<file path="src/hw/fault_log_pkg.sv">
package fault_log_pkg;
   // register word offsets on the plain register port
   localparam logic [7:0] OFS_FAULT_ENTRY = 8'h00;
   localparam logic [7:0] OFS_FAULT_HOURS = 8'h10;
   localparam logic [7:0] OFS_RUN_HOURS = 8'h20;
   localparam logic [7:0] OFS_RUN_COUNT = 8'h21;
   localparam logic [7:0] OFS_FAN_HOURS = 8'h22;
   localparam logic [7:0] OFS_CAP_WEAR = 8'h23;
   localparam logic [7:0] OFS_SWITCH_WEAR = 8'h24;
   localparam logic [7:0] OFS_HOUR_PRESET = 8'h30;
   localparam logic [7:0] OFS_HOUR_COND = 8'h31;
   localparam logic [7:0] OFS_RUN_CLEAR = 8'h32;
   localparam logic [7:0] OFS_FAN_PRESET = 8'h33;
   localparam logic [7:0] OFS_CAP_CLEAR = 8'h34;
   localparam logic [7:0] OFS_SWITCH_CLEAR = 8'h35;
   localparam logic [7:0] OFS_CONTACT_SEL = 8'h36;
   localparam logic [7:0] OFS_IRQ_STATUS = 8'h38;
   localparam logic [7:0] OFS_IRQ_MASK = 8'h39;

   localparam int HISTORY_DEPTH = 10;
   localparam int HOURS_W = 17;
   localparam int COUNT_W = 16;
   localparam int WEAR_W = 7;
   localparam int PRESCALE_W = 40;

   localparam logic [HOURS_W-1:0] HOUR_MAX = 17'h1_869F;
   localparam logic [COUNT_W-1:0] COUNT_MAX = 16'hFFFF;
   localparam logic [WEAR_W-1:0] WEAR_MAX = 7'h64;
   localparam logic [WEAR_W-1:0] WEAR_ALARM_LOW = 7'h32;
   localparam logic [WEAR_W-1:0] WEAR_ALARM_HIGH = 7'h5A;
   localparam logic [7:0] SEL_WEAR_LOW = 8'h2F;
   localparam logic [7:0] SEL_WEAR_HIGH = 8'h10;

   // interrupt status bit positions
   localparam int IRQ_FAULT = 0;
   localparam int IRQ_HOUR_WRAP = 1;
   localparam int IRQ_RUN_WRAP = 2;
   localparam int IRQ_WEAR_LOW = 3;
   localparam int IRQ_WEAR_HIGH = 4;
   localparam int IRQ_W = 5;

   localparam logic [IRQ_W-1:0] IRQ_MASK_RESET = 5'h00;
   localparam logic [7:0] CONTACT_SEL_RESET = 8'h00;
   localparam logic HOUR_COND_RESET = 1'b0;

   localparam longint HOUR_SECONDS = 3600;
   localparam longint CLK_HZ = 100_000_000;
   localparam longint HOUR_CYCLES = HOUR_SECONDS * CLK_HZ;
endpackage : fault_log_pkg

</file>
<file path="src/hw/wrap_counter.sv">
`timescale 1ns/1ns
module wrap_counter #(
   parameter int WIDTH = 16,
   parameter logic [WIDTH-1:0] MAX = '1
) (
   input wire logic clk,
   input wire logic reset_n,
   input wire logic load,
   input wire logic [WIDTH-1:0] loadValue,
   input wire logic step,
   output logic [WIDTH-1:0] count,
   output logic wrapped
);
   logic [WIDTH-1:0] next_count;
   logic next_wrapped;

   // load beats a step in the same cycle
   always_comb begin
      next_count = count;
      next_wrapped = 1'b0;
      if (load) begin
         next_count = loadValue;
      end else if (step) begin
         if (count >= MAX) begin
            next_count = '0;
            next_wrapped = 1'b1;
         end else begin
            next_count = count + 1'b1;
         end
      end
   end

   always_ff @(posedge clk or negedge reset_n) begin
      if (!reset_n) begin
         count <= '0;
         wrapped <= 1'b0;
      end else begin
         count <= next_count;
         wrapped <= next_wrapped;
      end
   end
endmodule : wrap_counter

</file>
<file path="src/hw/fault_log_and_wear_counters.sv">
`timescale 1ns/1ns
// Overview of operation
// - ten fault codes kept, readable newest first down to the tenth newest
// - each entry keeps the operation hour count taken when it was logged
// - operation hour counter wraps to zero after 99999 hours
// - operation hour counter loads a value written to its preset setting
// - hour counter advances always, or only while run command active, by select
// - run command entries counted, wrapping to zero after 65535
// - writing the run count clear setting zeroes the run command count
// - fan hours count from preset setting, wrapping to zero after 65535
// - capacitor wear in 1% steps, cleared by its reset setting
// - contact output with select 2F closes when switch wear reaches 50%
// - contact output with select 10 closes when switch wear reaches 90%
// - switch wear reset setting clears switch wear to zero
// - these values are only readable, never an analog monitor source
module fault_log_and_wear_counters #(
   parameter int CODE_W = 16,
   parameter int CONTACTS = 2,
   parameter longint HOUR_CYCLES = fault_log_pkg::HOUR_CYCLES
) (
   input wire logic clk,
   input wire logic reset_n,
   input wire logic [7:0] address,
   input wire logic [31:0] writeData,
   input wire logic writeStrobe,
   input wire logic readStrobe,
   output logic [31:0] readData,
   output logic interrupt,
   input wire logic faultValid,
   input wire logic [CODE_W-1:0] faultCode,
   input wire logic runCommand,
   input wire logic fanRunning,
   input wire logic capWearStep,
   input wire logic switchWearStep,
   output logic [CONTACTS-1:0] contactOut
);
   import fault_log_pkg::*;

   localparam logic [PRESCALE_W-1:0] PRESCALE_MAX = PRESCALE_W'(HOUR_CYCLES - 1);

   logic [CODE_W-1:0] faultEntry [HISTORY_DEPTH];
   logic [HOURS_W-1:0] faultHours [HISTORY_DEPTH];
   logic [CODE_W-1:0] next_faultEntry [HISTORY_DEPTH];
   logic [HOURS_W-1:0] next_faultHours [HISTORY_DEPTH];
   logic runMeta, runLevel, runPrev, fanMeta, fanLevel;
   logic hourCond, next_hourCond;
   logic [7:0] contactSel [CONTACTS];
   logic [7:0] next_contactSel [CONTACTS];
   logic [IRQ_W-1:0] irqStatus, next_irqStatus, irqMask, next_irqMask, irqEvents;
   logic [WEAR_W-1:0] capWear, next_capWear, switchWear, next_switchWear;
   logic [31:0] next_readData;
   logic [CONTACTS-1:0] next_contactOut;
   logic next_interrupt;
   logic [HOURS_W-1:0] runHours;
   logic [COUNT_W-1:0] runCount, fanHours;
   logic hourEnable, hourTick, fanTick, hourWrap, runWrap, runRise;
   logic hourPresetWr, runClearWr, fanPresetWr, capClearWr, switchClearWr;

   ////////////////////////////////////////////////////////////////////////////////
   // pin synchronisers; runMeta and fanMeta feed only their second stage
   always_ff @(posedge clk or negedge reset_n) begin
      if (!reset_n) begin
         runMeta <= 1'b0;
         runLevel <= 1'b0;
         runPrev <= 1'b0;
         fanMeta <= 1'b0;
         fanLevel <= 1'b0;
      end else begin
         runMeta <= runCommand;
         runLevel <= runMeta;
         runPrev <= runLevel;
         fanMeta <= fanRunning;
         fanLevel <= fanMeta;
      end
   end

   assign runRise = runLevel & ~runPrev;
   assign hourPresetWr = writeStrobe && address == OFS_HOUR_PRESET;
   assign runClearWr = writeStrobe && address == OFS_RUN_CLEAR;
   assign fanPresetWr = writeStrobe && address == OFS_FAN_PRESET;
   assign capClearWr = writeStrobe && address == OFS_CAP_CLEAR;
   assign switchClearWr = writeStrobe && address == OFS_SWITCH_CLEAR;
   assign hourEnable = hourCond ? runLevel : 1'b1;

   ////////////////////////////////////////////////////////////////////////////////
   // hour prescalers and wrapping counters
   wrap_counter #(.WIDTH(PRESCALE_W), .MAX(PRESCALE_MAX)) hourPrescale (
      .clk(clk), .reset_n(reset_n), .load(hourPresetWr), .loadValue('0),
      .step(hourEnable), .count(), .wrapped(hourTick)
   );

   wrap_counter #(.WIDTH(PRESCALE_W), .MAX(PRESCALE_MAX)) fanPrescale (
      .clk(clk), .reset_n(reset_n), .load(fanPresetWr), .loadValue('0),
      .step(fanLevel), .count(), .wrapped(fanTick)
   );

   wrap_counter #(.WIDTH(HOURS_W), .MAX(HOUR_MAX)) runHourCounter (
      .clk(clk), .reset_n(reset_n), .load(hourPresetWr),
      .loadValue(writeData[HOURS_W-1:0]), .step(hourTick),
      .count(runHours), .wrapped(hourWrap)
   );

   // clear is a load of zero, so it beats an entry in the same cycle
   wrap_counter #(.WIDTH(COUNT_W), .MAX(COUNT_MAX)) runCounter (
      .clk(clk), .reset_n(reset_n), .load(runClearWr), .loadValue('0),
      .step(runRise), .count(runCount), .wrapped(runWrap)
   );

   wrap_counter #(.WIDTH(COUNT_W), .MAX(COUNT_MAX)) fanCounter (
      .clk(clk), .reset_n(reset_n), .load(fanPresetWr),
      .loadValue(writeData[COUNT_W-1:0]), .step(fanTick),
      .count(fanHours), .wrapped()
   );

   ////////////////////////////////////////////////////////////////////////////////
   // fault history
   always_comb begin
      next_faultEntry = faultEntry;
      next_faultHours = faultHours;
      if (faultValid) begin
         for (int i = HISTORY_DEPTH - 1; i > 0; i--) begin
            next_faultEntry[i] = faultEntry[i-1];
            next_faultHours[i] = faultHours[i-1];
         end
         next_faultEntry[0] = faultCode;
         next_faultHours[0] = runHours;
      end
   end

   always_ff @(posedge clk or negedge reset_n) begin
      if (!reset_n) begin
         for (int i = 0; i < HISTORY_DEPTH; i++) begin
            faultEntry[i] <= '0;
            faultHours[i] <= '0;
         end
      end else begin
         faultEntry <= next_faultEntry;
         faultHours <= next_faultHours;
      end
   end

   ////////////////////////////////////////////////////////////////////////////////
   // wear estimates, settings, interrupt status
   always_comb begin
      next_capWear = capWear;
      next_switchWear = switchWear;
      next_hourCond = hourCond;
      next_contactSel = contactSel;
      next_irqMask = irqMask;
      // estimates stop at 100 rather than wrap; a wrap would silence alarms
      if (capClearWr) begin
         next_capWear = '0;
      end else if (capWearStep && capWear < WEAR_MAX) begin
         next_capWear = capWear + 1'b1;
      end
      if (switchClearWr) begin
         next_switchWear = '0;
      end else if (switchWearStep && switchWear < WEAR_MAX) begin
         next_switchWear = switchWear + 1'b1;
      end
      if (writeStrobe && address == OFS_HOUR_COND) begin
         next_hourCond = writeData[0];
      end
      for (int i = 0; i < CONTACTS; i++) begin
         if (writeStrobe && address == OFS_CONTACT_SEL + 8'(i)) begin
            next_contactSel[i] = writeData[7:0];
         end
      end
      if (writeStrobe && address == OFS_IRQ_MASK) begin
         next_irqMask = writeData[IRQ_W-1:0];
      end
      irqEvents = '0;
      irqEvents[IRQ_FAULT] = faultValid;
      irqEvents[IRQ_HOUR_WRAP] = hourWrap;
      irqEvents[IRQ_RUN_WRAP] = runWrap;
      irqEvents[IRQ_WEAR_LOW] = next_switchWear >= WEAR_ALARM_LOW && switchWear < WEAR_ALARM_LOW;
      irqEvents[IRQ_WEAR_HIGH] = next_switchWear >= WEAR_ALARM_HIGH
         && switchWear < WEAR_ALARM_HIGH;
      // read clears, but an event in that same cycle still sets
      next_irqStatus = irqStatus;
      if (readStrobe && address == OFS_IRQ_STATUS) begin
         next_irqStatus = '0;
      end
      next_irqStatus = next_irqStatus | irqEvents;
      next_interrupt = |(irqStatus & irqMask);
      for (int i = 0; i < CONTACTS; i++) begin
         next_contactOut[i] = (contactSel[i] == SEL_WEAR_LOW && switchWear >= WEAR_ALARM_LOW)
            || (contactSel[i] == SEL_WEAR_HIGH && switchWear >= WEAR_ALARM_HIGH);
      end
   end

   always_ff @(posedge clk or negedge reset_n) begin
      if (!reset_n) begin
         capWear <= '0;
         switchWear <= '0;
         hourCond <= HOUR_COND_RESET;
         for (int i = 0; i < CONTACTS; i++) begin
            contactSel[i] <= CONTACT_SEL_RESET;
         end
         irqMask <= IRQ_MASK_RESET;
         irqStatus <= '0;
         interrupt <= 1'b0;
         contactOut <= '0;
      end else begin
         capWear <= next_capWear;
         switchWear <= next_switchWear;
         hourCond <= next_hourCond;
         contactSel <= next_contactSel;
         irqMask <= next_irqMask;
         irqStatus <= next_irqStatus;
         interrupt <= next_interrupt;
         contactOut <= next_contactOut;
      end
   end

   ////////////////////////////////////////////////////////////////////////////////
   // read port; values leave only here, there is no analog path at all
   always_comb begin
      next_readData = '0;
      if (readStrobe) begin
         if (address[7:4] == OFS_FAULT_ENTRY[7:4] && address[3:0] < 4'(HISTORY_DEPTH)) begin
            next_readData[CODE_W-1:0] = faultEntry[address[3:0]];
         end else if (address[7:4] == OFS_FAULT_HOURS[7:4]
               && address[3:0] < 4'(HISTORY_DEPTH)) begin
            next_readData[HOURS_W-1:0] = faultHours[address[3:0]];
         end else begin
            unique case (address)
               OFS_RUN_HOURS: next_readData[HOURS_W-1:0] = runHours;
               OFS_RUN_COUNT: next_readData[COUNT_W-1:0] = runCount;
               OFS_FAN_HOURS: next_readData[COUNT_W-1:0] = fanHours;
               OFS_CAP_WEAR: next_readData[WEAR_W-1:0] = capWear;
               OFS_SWITCH_WEAR: next_readData[WEAR_W-1:0] = switchWear;
               OFS_HOUR_COND: next_readData[0] = hourCond;
               OFS_CONTACT_SEL: next_readData[7:0] = contactSel[0];
               OFS_CONTACT_SEL + 8'h01: next_readData[7:0] = contactSel[CONTACTS-1];
               OFS_IRQ_STATUS: next_readData[IRQ_W-1:0] = irqStatus;
               OFS_IRQ_MASK: next_readData[IRQ_W-1:0] = irqMask;
               default: next_readData = '0;
            endcase
         end
      end
   end

   always_ff @(posedge clk or negedge reset_n) begin
      if (!reset_n) begin
         readData <= '0;
      end else begin
         readData <= next_readData;
      end
   end
endmodule : fault_log_and_wear_counters

</file>
<file path="config.mk">
export PLATFORM = sky130hd
export DESIGN_NAME = fault_log_and_wear_counters
export DESIGN_NICKNAME = d
export VERILOG_FILES = /design/src/hw/fault_log_pkg.sv /design/src/hw/wrap_counter.sv /design/src/hw/fault_log_and_wear_counters.sv
export SDC_FILE = /design/constraint.sdc
export NUM_CORES = 1
export LEC_CHECK = 0
export BUFFER_PORTS_ARGS = -buffer_cell sky130_fd_sc_hd__buf_2
export CAP_MARGIN = 10
export CELL_PAD_IN_SITES_DETAIL_PLACEMENT = 2
export CELL_PAD_IN_SITES_GLOBAL_PLACEMENT = 2
export CORE_MARGIN = 1.5
export CORE_UTILIZATION = 39
export CTS_CLUSTER_SIZE = 12
export DETAILED_ROUTE_END_ITERATION = 16
export PLACE_DENSITY = 0.87
export SLEW_MARGIN = 20
export SYNTH_ARGS = -nofsm -noshare
export SYNTH_HDL_FRONTEND = slang
export SYNTH_SLANG_ARGS = --single-unit
</file>
<file path="constraint.sdc">
create_clock -name clk -period 2.6 [get_ports clk]
set_input_delay 0.13 -clock clk [delete_from_list [all_inputs] [get_ports clk]]
set_output_delay 0.13 -clock clk [all_outputs]
set_load 0.01 [all_outputs]
</file>
==> results of run 1 <==
[per-layer routing]
layer  wire (µm)  share of wire [%]  global-route usage [%]  vias to the layer above
met2       56710                 49                   56.52                     1266
li1            -                  -                       -                     8451
met4        8188                7.0                   19.97                        6
met3        8692                7.5                   7.811                      544
met5          32              0.027                       0                        -
met1       42750                 37                   39.07                    11340
[area by class of cell]
class                           instances  area, µm²
Multi-Input combinational cell       1521      12350
Sequential cell                       529      13240
Clock inverter                         23      319.1
Fill cell                            6368      34980
Inverter                               22      82.58
Tap cell                              864       1081
Antenna cell                            1      2.502
Timing Repair Buffer                  241       2068
Clock buffer                           83       1728
[critical path: stages (launching register included)]
cell and delay [ps]:
dfrtp_2 620, nand4_1 390, nor2_1 430, nand3_1 200
mux2i_2 250, nor2_1 180, a21oi_1 70, o21ai_1 360
[synth_stat cells (35+ instances only)]
cell,n
nand3_1,75
dfrtp_1,529
a21oi_1,74
nor3_1,48
mux4_2,66
nand4_1,35
xor2_1,38
and3_1,48
mux2_2,356
nand2_1,152
nor2_1,130
o21ai_0,98
clkbuf_1,100
mux2i_1,79
[how the worst max path moves through the flow]
stage                                                       to  slack, ps  cells past startpoint
final                     runHourCounter.count[12]$_DFFE_PN0P_        -60                      7
after global routing        hourPrescale.count[35]$_DFFE_PN0P_        -80                      8
after CTS                 runHourCounter.count[11]$_DFFE_PN0P_        -20                      8
after detailed placement    hourPrescale.count[36]$_DFFE_PN0P_       -210                      9
after global placement      hourPrescale.count[34]$_DFFE_PN0P_        -30                      7
after floorplan             hourPrescale.count[30]$_DFFE_PN0P_         70                      8
[cells by family after synthesis]
logic type | count (synthesis) | share of synthesized area, %
mux | 501 | 24.20
compound gates | 334 | 8.197
fa+ha+maj | 8 | 0.3757
other cells | 1 | 0.01443
buf+inv | 165 | 2.687
simple gates | 610 | 11.82
xor+xnor | 52 | 1.753
flops | 529 | 50.96
[report_power, final]
group	internal (mW)	leakage (nW)	switching, mW
Clock	5.32	1.01	4.08
Combinational	2.03	5.31	2.32
Sequential	9.54	5.98	1.65
[metrics by stage]
step | instances | instance area, µm²
3_5_place_dp | 3125 | 28080
4_1_cts | 3281 | 30670
2_1_floorplan | 2214 | 26030
5_1_grt | 3283 | 30880
3_3_place_gp | 3125 | 28080
6_report | 3284 | 30880
[what timing repair did]
item                                    4_1_cts  5_1_grt
hold buffers                                 46        0
buffers inserted                              4        1
cloned                                        0        1
hold endpoints to repair                    176        0
pin swaps                                     2        3
endpoints found under the setup margin       67       73
resized for setup                            14       47
[flip-flops by register name, indices dropped and copies added (netlist names), 2 cells and up]
signal	count
faultEntry	160
capWear	7
hourPrescale.count	40
fanPrescale.count	40
contactSel	16
irqStatus	5
fanCounter.count	16
runCounter.count	16
faultHours	170
irqMask	5
runHourCounter.count	17
switchWear	7
contactOut	2
readData	17
==> results.sh, run 1 <==
export IMPL_outcome="finished, violations left"
export IMPL_violations="setup timing"
export IMPL_cellLeakagePower_nw=12.31
export IMPL_hpwl_mm=59.51
export IMPL_synth_top_area_share_pct=50.96
export IMPL_final_cell_mix="dfrtp_1, mux2_2, nand2_1, nor2_1, buf_4"
export IMPL_hold_class="in -> reg"
export IMPL_worstSetupPathType="reg -> reg"
export IMPL_ys_async_sr_fraction_pct=100.0
export IMPL_yosysSeqAreaShare_pct=50.96
export IMPL_gp_congestion=0.8685
export IMPL_ys_warnings_count=0
export IMPL_crit_arrival_ps=3190
export IMPL_final_layout_size_suffix_gt1_share_pct=31.83
export IMPL_core_um2=65860
export IMPL_min_to="readData[7]$_DFF_PN0_"
export IMPL_final_antenna_net_count=0
export IMPL_grt_overflow=0
export IMPL_start_kind="flop"
export IMPL_area_growth_syn_to_layout_pct=18.86
export IMPL_clk_pin_slew_worst_paths_ps=70
export IMPL_holdCritStartpoint="address[1]"
export IMPL_portBuffers=69
export IMPL_vias=21610
export IMPL_fin_crit_sh_pct=102.1
export IMPL_hold_depth=3
export IMPL_pre_cts_slack_ps=-211.8
export IMPL_drt_pass1_iterations=5
export IMPL_cts_buffers=59
export IMPL_worstPathMaxFanout=9
export IMPL_maxSlewViolCount=0
export IMPL_die_h_um=261.1
export IMPL_cap_violations=0
export IMPL_clock_sinks=529
export IMPL_timing_fmax_ghz=0.3766
export IMPL_power_total_mw=24.95
export IMPL_endpoint_kind="flop"
export IMPL_cts_max_level=2
export IMPL_synthFlopType="dfrtp_1"
export IMPL_rr_startpoint="runHourCounter.count[5]$_DFFE_PN0P_"
export IMPL_netlist_instances=2200
export IMPL_worst_ep_required_time_ps=3130
export IMPL_worst_slack_ps=-55.26
export IMPL_grt_max_degree=77
export IMPL_fin_util_pct=46.88
export IMPL_yosys_area_top_type="dfrtp_1"
export IMPL_setup_violations=6
export IMPL_startpoint="runHourCounter.count[5]$_DFFE_PN0P_"
export IMPL_num_io_pins=100
export IMPL_ir_worst_vdd_uv=557.0
export IMPL_fin_setup_tns_ps=-170.6
export IMPL_r2r_end="runHourCounter.count[12]$_DFFE_PN0P_"
export IMPL_clkLatencyLatePin_ps=690
export IMPL_avgSynthCellArea_um2=11.81
export IMPL_rows=94
export IMPL_powerDensity_nw_per_um2=807.9
export IMPL_layout_commonest_cell="dfrtp_1"
export IMPL_initial_utilization_pct=39.44
export IMPL_ys_ff_latch=529
export IMPL_period_needed_ps=2655
export IMPL_netlist_area_um2=25980
export IMPL_dieArea_um2=68170
export IMPL_finalNetCount=2446
export IMPL_worst_pin_slew_ps=876.3
export IMPL_clock_path_buffers=3
export IMPL_r2r_setup_slack_ps=-60
export IMPL_drc=0
export IMPL_die_w_um=261.1
export IMPL_routed_wl_mm=116.4
export IMPL_synth_edf_count=0
export IMPL_synth_cell_types=69
export IMPL_grt_pass1_wl_mm=169.8
export IMPL_rsz0062_at_grt="yes"
export IMPL_grt_pass1_vias=23960
export IMPL_slew_headroom_pct=41.58
export IMPL_wl_per_cell_um=35.44
export IMPL_synth_top_cells_by_area="dfrtp_1, mux2_2, mux4_2, mux2i_1, nand2_1"
export IMPL_tritoncts="done"
export IMPL_root_buffer="clkbuf_16"
export IMPL_reg2reg_depth=7
export IMPL_drtIter0Drc=2167
export IMPL_hold_violations=0
export IMPL_grt_antenna_before_repair=5
export IMPL_skew_ps=46.77
export IMPL_globalRouteTotalUtil_pct=33.55
export IMPL_vias_per_cell=6.580
export IMPL_holdWs_ps=70.57
(Power assumes the default switching activity.)
==> inputs of run 2 (changes only) <==
--- a/config.mk
+++ b/config.mk
@@ -10,10 +10,10 @@
 export CELL_PAD_IN_SITES_DETAIL_PLACEMENT = 2
 export CELL_PAD_IN_SITES_GLOBAL_PLACEMENT = 2
 export CORE_MARGIN = 1.5
-export CORE_UTILIZATION = 39
+export CORE_UTILIZATION = 40
 export CTS_CLUSTER_SIZE = 12
 export DETAILED_ROUTE_END_ITERATION = 16
-export PLACE_DENSITY = 0.87
+export PLACE_DENSITY = 0.86
 export SLEW_MARGIN = 20
 export SYNTH_ARGS = -nofsm -noshare
 export SYNTH_HDL_FRONTEND = slang
==> constraint.sdc (replaced) <==
create_clock -name clk -period 3.45 [get_ports clk]
set_input_delay 0.1725 -clock clk [delete_from_list [all_inputs] [get_ports clk]]
set_output_delay 0.1725 -clock clk [all_outputs]
set_load 0.01 [all_outputs]
==> run 2 against run 1 <==
Effect of this change:
- the flow finishes with violations (hold timing)
- largest power group unchanged
- critical path type unchanged
- die area fell by 2.5%
- largest cell class unchanged
- register-to-register slack improved by 220 ps
- fmax shrank 19%
==> results.sh, run 2 (synthesis results as in run 1) <==
export IMPL_worstPathMaxFanout=24
export IMPL_grt_pass1_vias=22840
export IMPL_skew_ps=24.94
export IMPL_final_antenna_net_count=0
export IMPL_grt_pass1_wl_mm=152.7
export IMPL_clk_pin_slew_worst_paths_ps=70
export IMPL_internal_power_mw=12.08
export IMPL_worstSetupPathType="reg -> reg"
export IMPL_grt_antenna_before_repair=5
export IMPL_period_needed_ps=3289
export IMPL_drtIter0Drc=1724
export IMPL_layoutNonFillerInstCount=3185
export IMPL_initial_utilization_pct=40.37
export IMPL_swShare_pct=31.41
export IMPL_vias=20170
export IMPL_crit_arrival_ps=3840
export IMPL_core_um2=64350
export IMPL_final_layout_size_suffix_gt1_share_pct=27.29
export IMPL_fin_util_pct=45.97
export IMPL_portBuffers=69
export IMPL_clock_path_buffers=3
export IMPL_largest_register="faultHours"
export IMPL_start_kind="flop"
export IMPL_ff_latch_area_um2=13240
export IMPL_hold_class="in -> reg"
export IMPL_rows=93
export IMPL_globalRouteTotalUtil_pct=30.15
export IMPL_tritoncts="done"
export IMPL_multi_input_area_um2=12120
export IMPL_clkLatencyLatePin_ps=660
export IMPL_dieArea_um2=66480
export IMPL_num_io_pins=100
export IMPL_cap_violations=0
export IMPL_grt_max_degree=102
export IMPL_layout_commonest_cell="dfrtp_1"
export IMPL_timing_fmax_ghz=0.3040
export IMPL_worst_ep_required_time_ps=4000
export IMPL_power_frac_seq_pct=47.8
export IMPL_die_w_um=257.8
export IMPL_root_buffer="clkbuf_16"
export IMPL_drt_pass1_iterations=5
export IMPL_hpwl_mm=55.46
export IMPL_holdWs_ps=-5.294
export IMPL_violations="hold timing"
export IMPL_endpoint_kind="flop"
export IMPL_hold_violations=1
export IMPL_slew_headroom_pct=33.04
export IMPL_p_comb_share_pct=16.5
export IMPL_design_area_um2=29580
export IMPL_pre_cts_slack_ps=442.3
export IMPL_setup_violations=0
export IMPL_outcome="finished, violations left"
export IMPL_powerDensity_nw_per_um2=595.5
export IMPL_cts_max_level=2
export IMPL_power_total_mw=17.62
export IMPL_finalNetCount=2356
export IMPL_post_dp_cell_area_um2=27350
export IMPL_cts_buffers=57
export IMPL_top_regs="faultHours x170, faultEntry x160"
export IMPL_worst_slack_ps=160.6
export IMPL_fin_crit_sh_pct=95.35
export IMPL_gp_congestion=0.8721
export IMPL_grt_overflow=0
export IMPL_area_growth_syn_to_layout_pct=13.86
export IMPL_cellLeakagePower_nw=11.68
export IMPL_fillers=6252
export IMPL_die_h_um=257.8
export IMPL_final_cell_mix="dfrtp_1, mux2_2, nand2_1, nor2_1, o21ai_0"
export IMPL_p_clk_share_pct=35.7
export IMPL_vias_per_cell=6.333
export IMPL_fin_setup_tns_ps=0
export IMPL_rsz0062_at_grt="no"
export IMPL_worst_pin_slew_ps=1004
export IMPL_ir_worst_vdd_uv=426.6
export IMPL_maxSlewViolCount=0
export IMPL_wl_per_cell_um=31.38
export IMPL_largest_register_ffs=170
export IMPL_p_switching_mw=5.532
export IMPL_clock_sinks=529
export IMPL_post_cts_buffers=0
export IMPL_placed_cells=3042
export IMPL_routed_wl_mm=99.94
export IMPL_drc=0
[run 2: cell count changes in the layout (fill, tap and decap cells not counted), moves of 5 or more]
cell / before / now
bufinv_16: 7 / 2
buf_12: 23 / 10
clkbuf_1: 9 / 22
buf_4: 104 / 38
nor3_1: 41 / 46
o21ai_1: 8 / 1
o21ai_0: 89 / 98
dlygate4sd3_1: 46 / 38
[run 2: final timing paths]
kind,endpoint,start,slack [ps],depth (start not counted)
max reg2reg,fanPrescale.count[6]$_DFFE_PN0P_,fanPrescale.count[0]$_DFFE_PN0P_,160,9
min,switchWear[0]$_DFF_PN0_,switchWearStep,-5,4
min in group asynchronous,capWear[3]$_DFFE_PN0P_,reset_n,220,2
max in group asynchronous,faultHours[70]$_DFFE_PN0P_,reset_n,2150,3
min reg2reg,runLevel$_DFF_PN0_,runMeta$_DFF_PN0_,360,0
max,fanPrescale.count[6]$_DFFE_PN0P_,fanPrescale.count[0]$_DFFE_PN0P_,160,9
[run 2: layer usage]
| metal | vias up | share of wire, % | track usage (%) |
|---|---|---|---|
| li1 | 8267 | - | - |
| met1 | 10730 | 39 | 36.44 |
| met2 | 814 | 51 | 52.11 |
| met3 | 354 | 5.0 | 4.898 |
| met4 | 4 | 5.3 | 15.24 |
| met5 | - | 0.019 | 0 |
[run 2: layout make-up]
cell class	count	area share, %
flip-flops and latches	529	44.75
multi-input cells	1520	40.97
clock buffers	91	5.660
repair buffers	154	4.167
well taps	855	3.617
clock inverters	11	0.5288
inverters	22	0.2792
diodes	3	0.02538
[run 2: worst max-delay path, cell delays in order (launching register included)]
cell and delay (ps):
dfrtp_1 430, ha_1 290, and3_1 360, and3_1 280, o21ai_0 250, a31oi_1 240
nor3_4 470, buf_4 380, a41oi_1 190, a31oi_1 280
[run 2: power groups by stage]
stage	Sequential, mW	Clock [mW]	Combinational [mW]
5_1_grt	8.50	6.58	3.12
2_1_floorplan	7.83	0	1.98
3_5_place_dp	8.32	0	2.67
3_3_place_gp	8.11	0	2.39
6_report	8.42	6.29	2.90
4_1_cts	8.34	6.27	2.86
[run 2: repair_timing]
item | CTS | global route
hold buffers | 38 | 0
endpoints found under the setup margin | 0 | 4
hold endpoints to repair | 164 | 0
resized for setup | 0 | 2
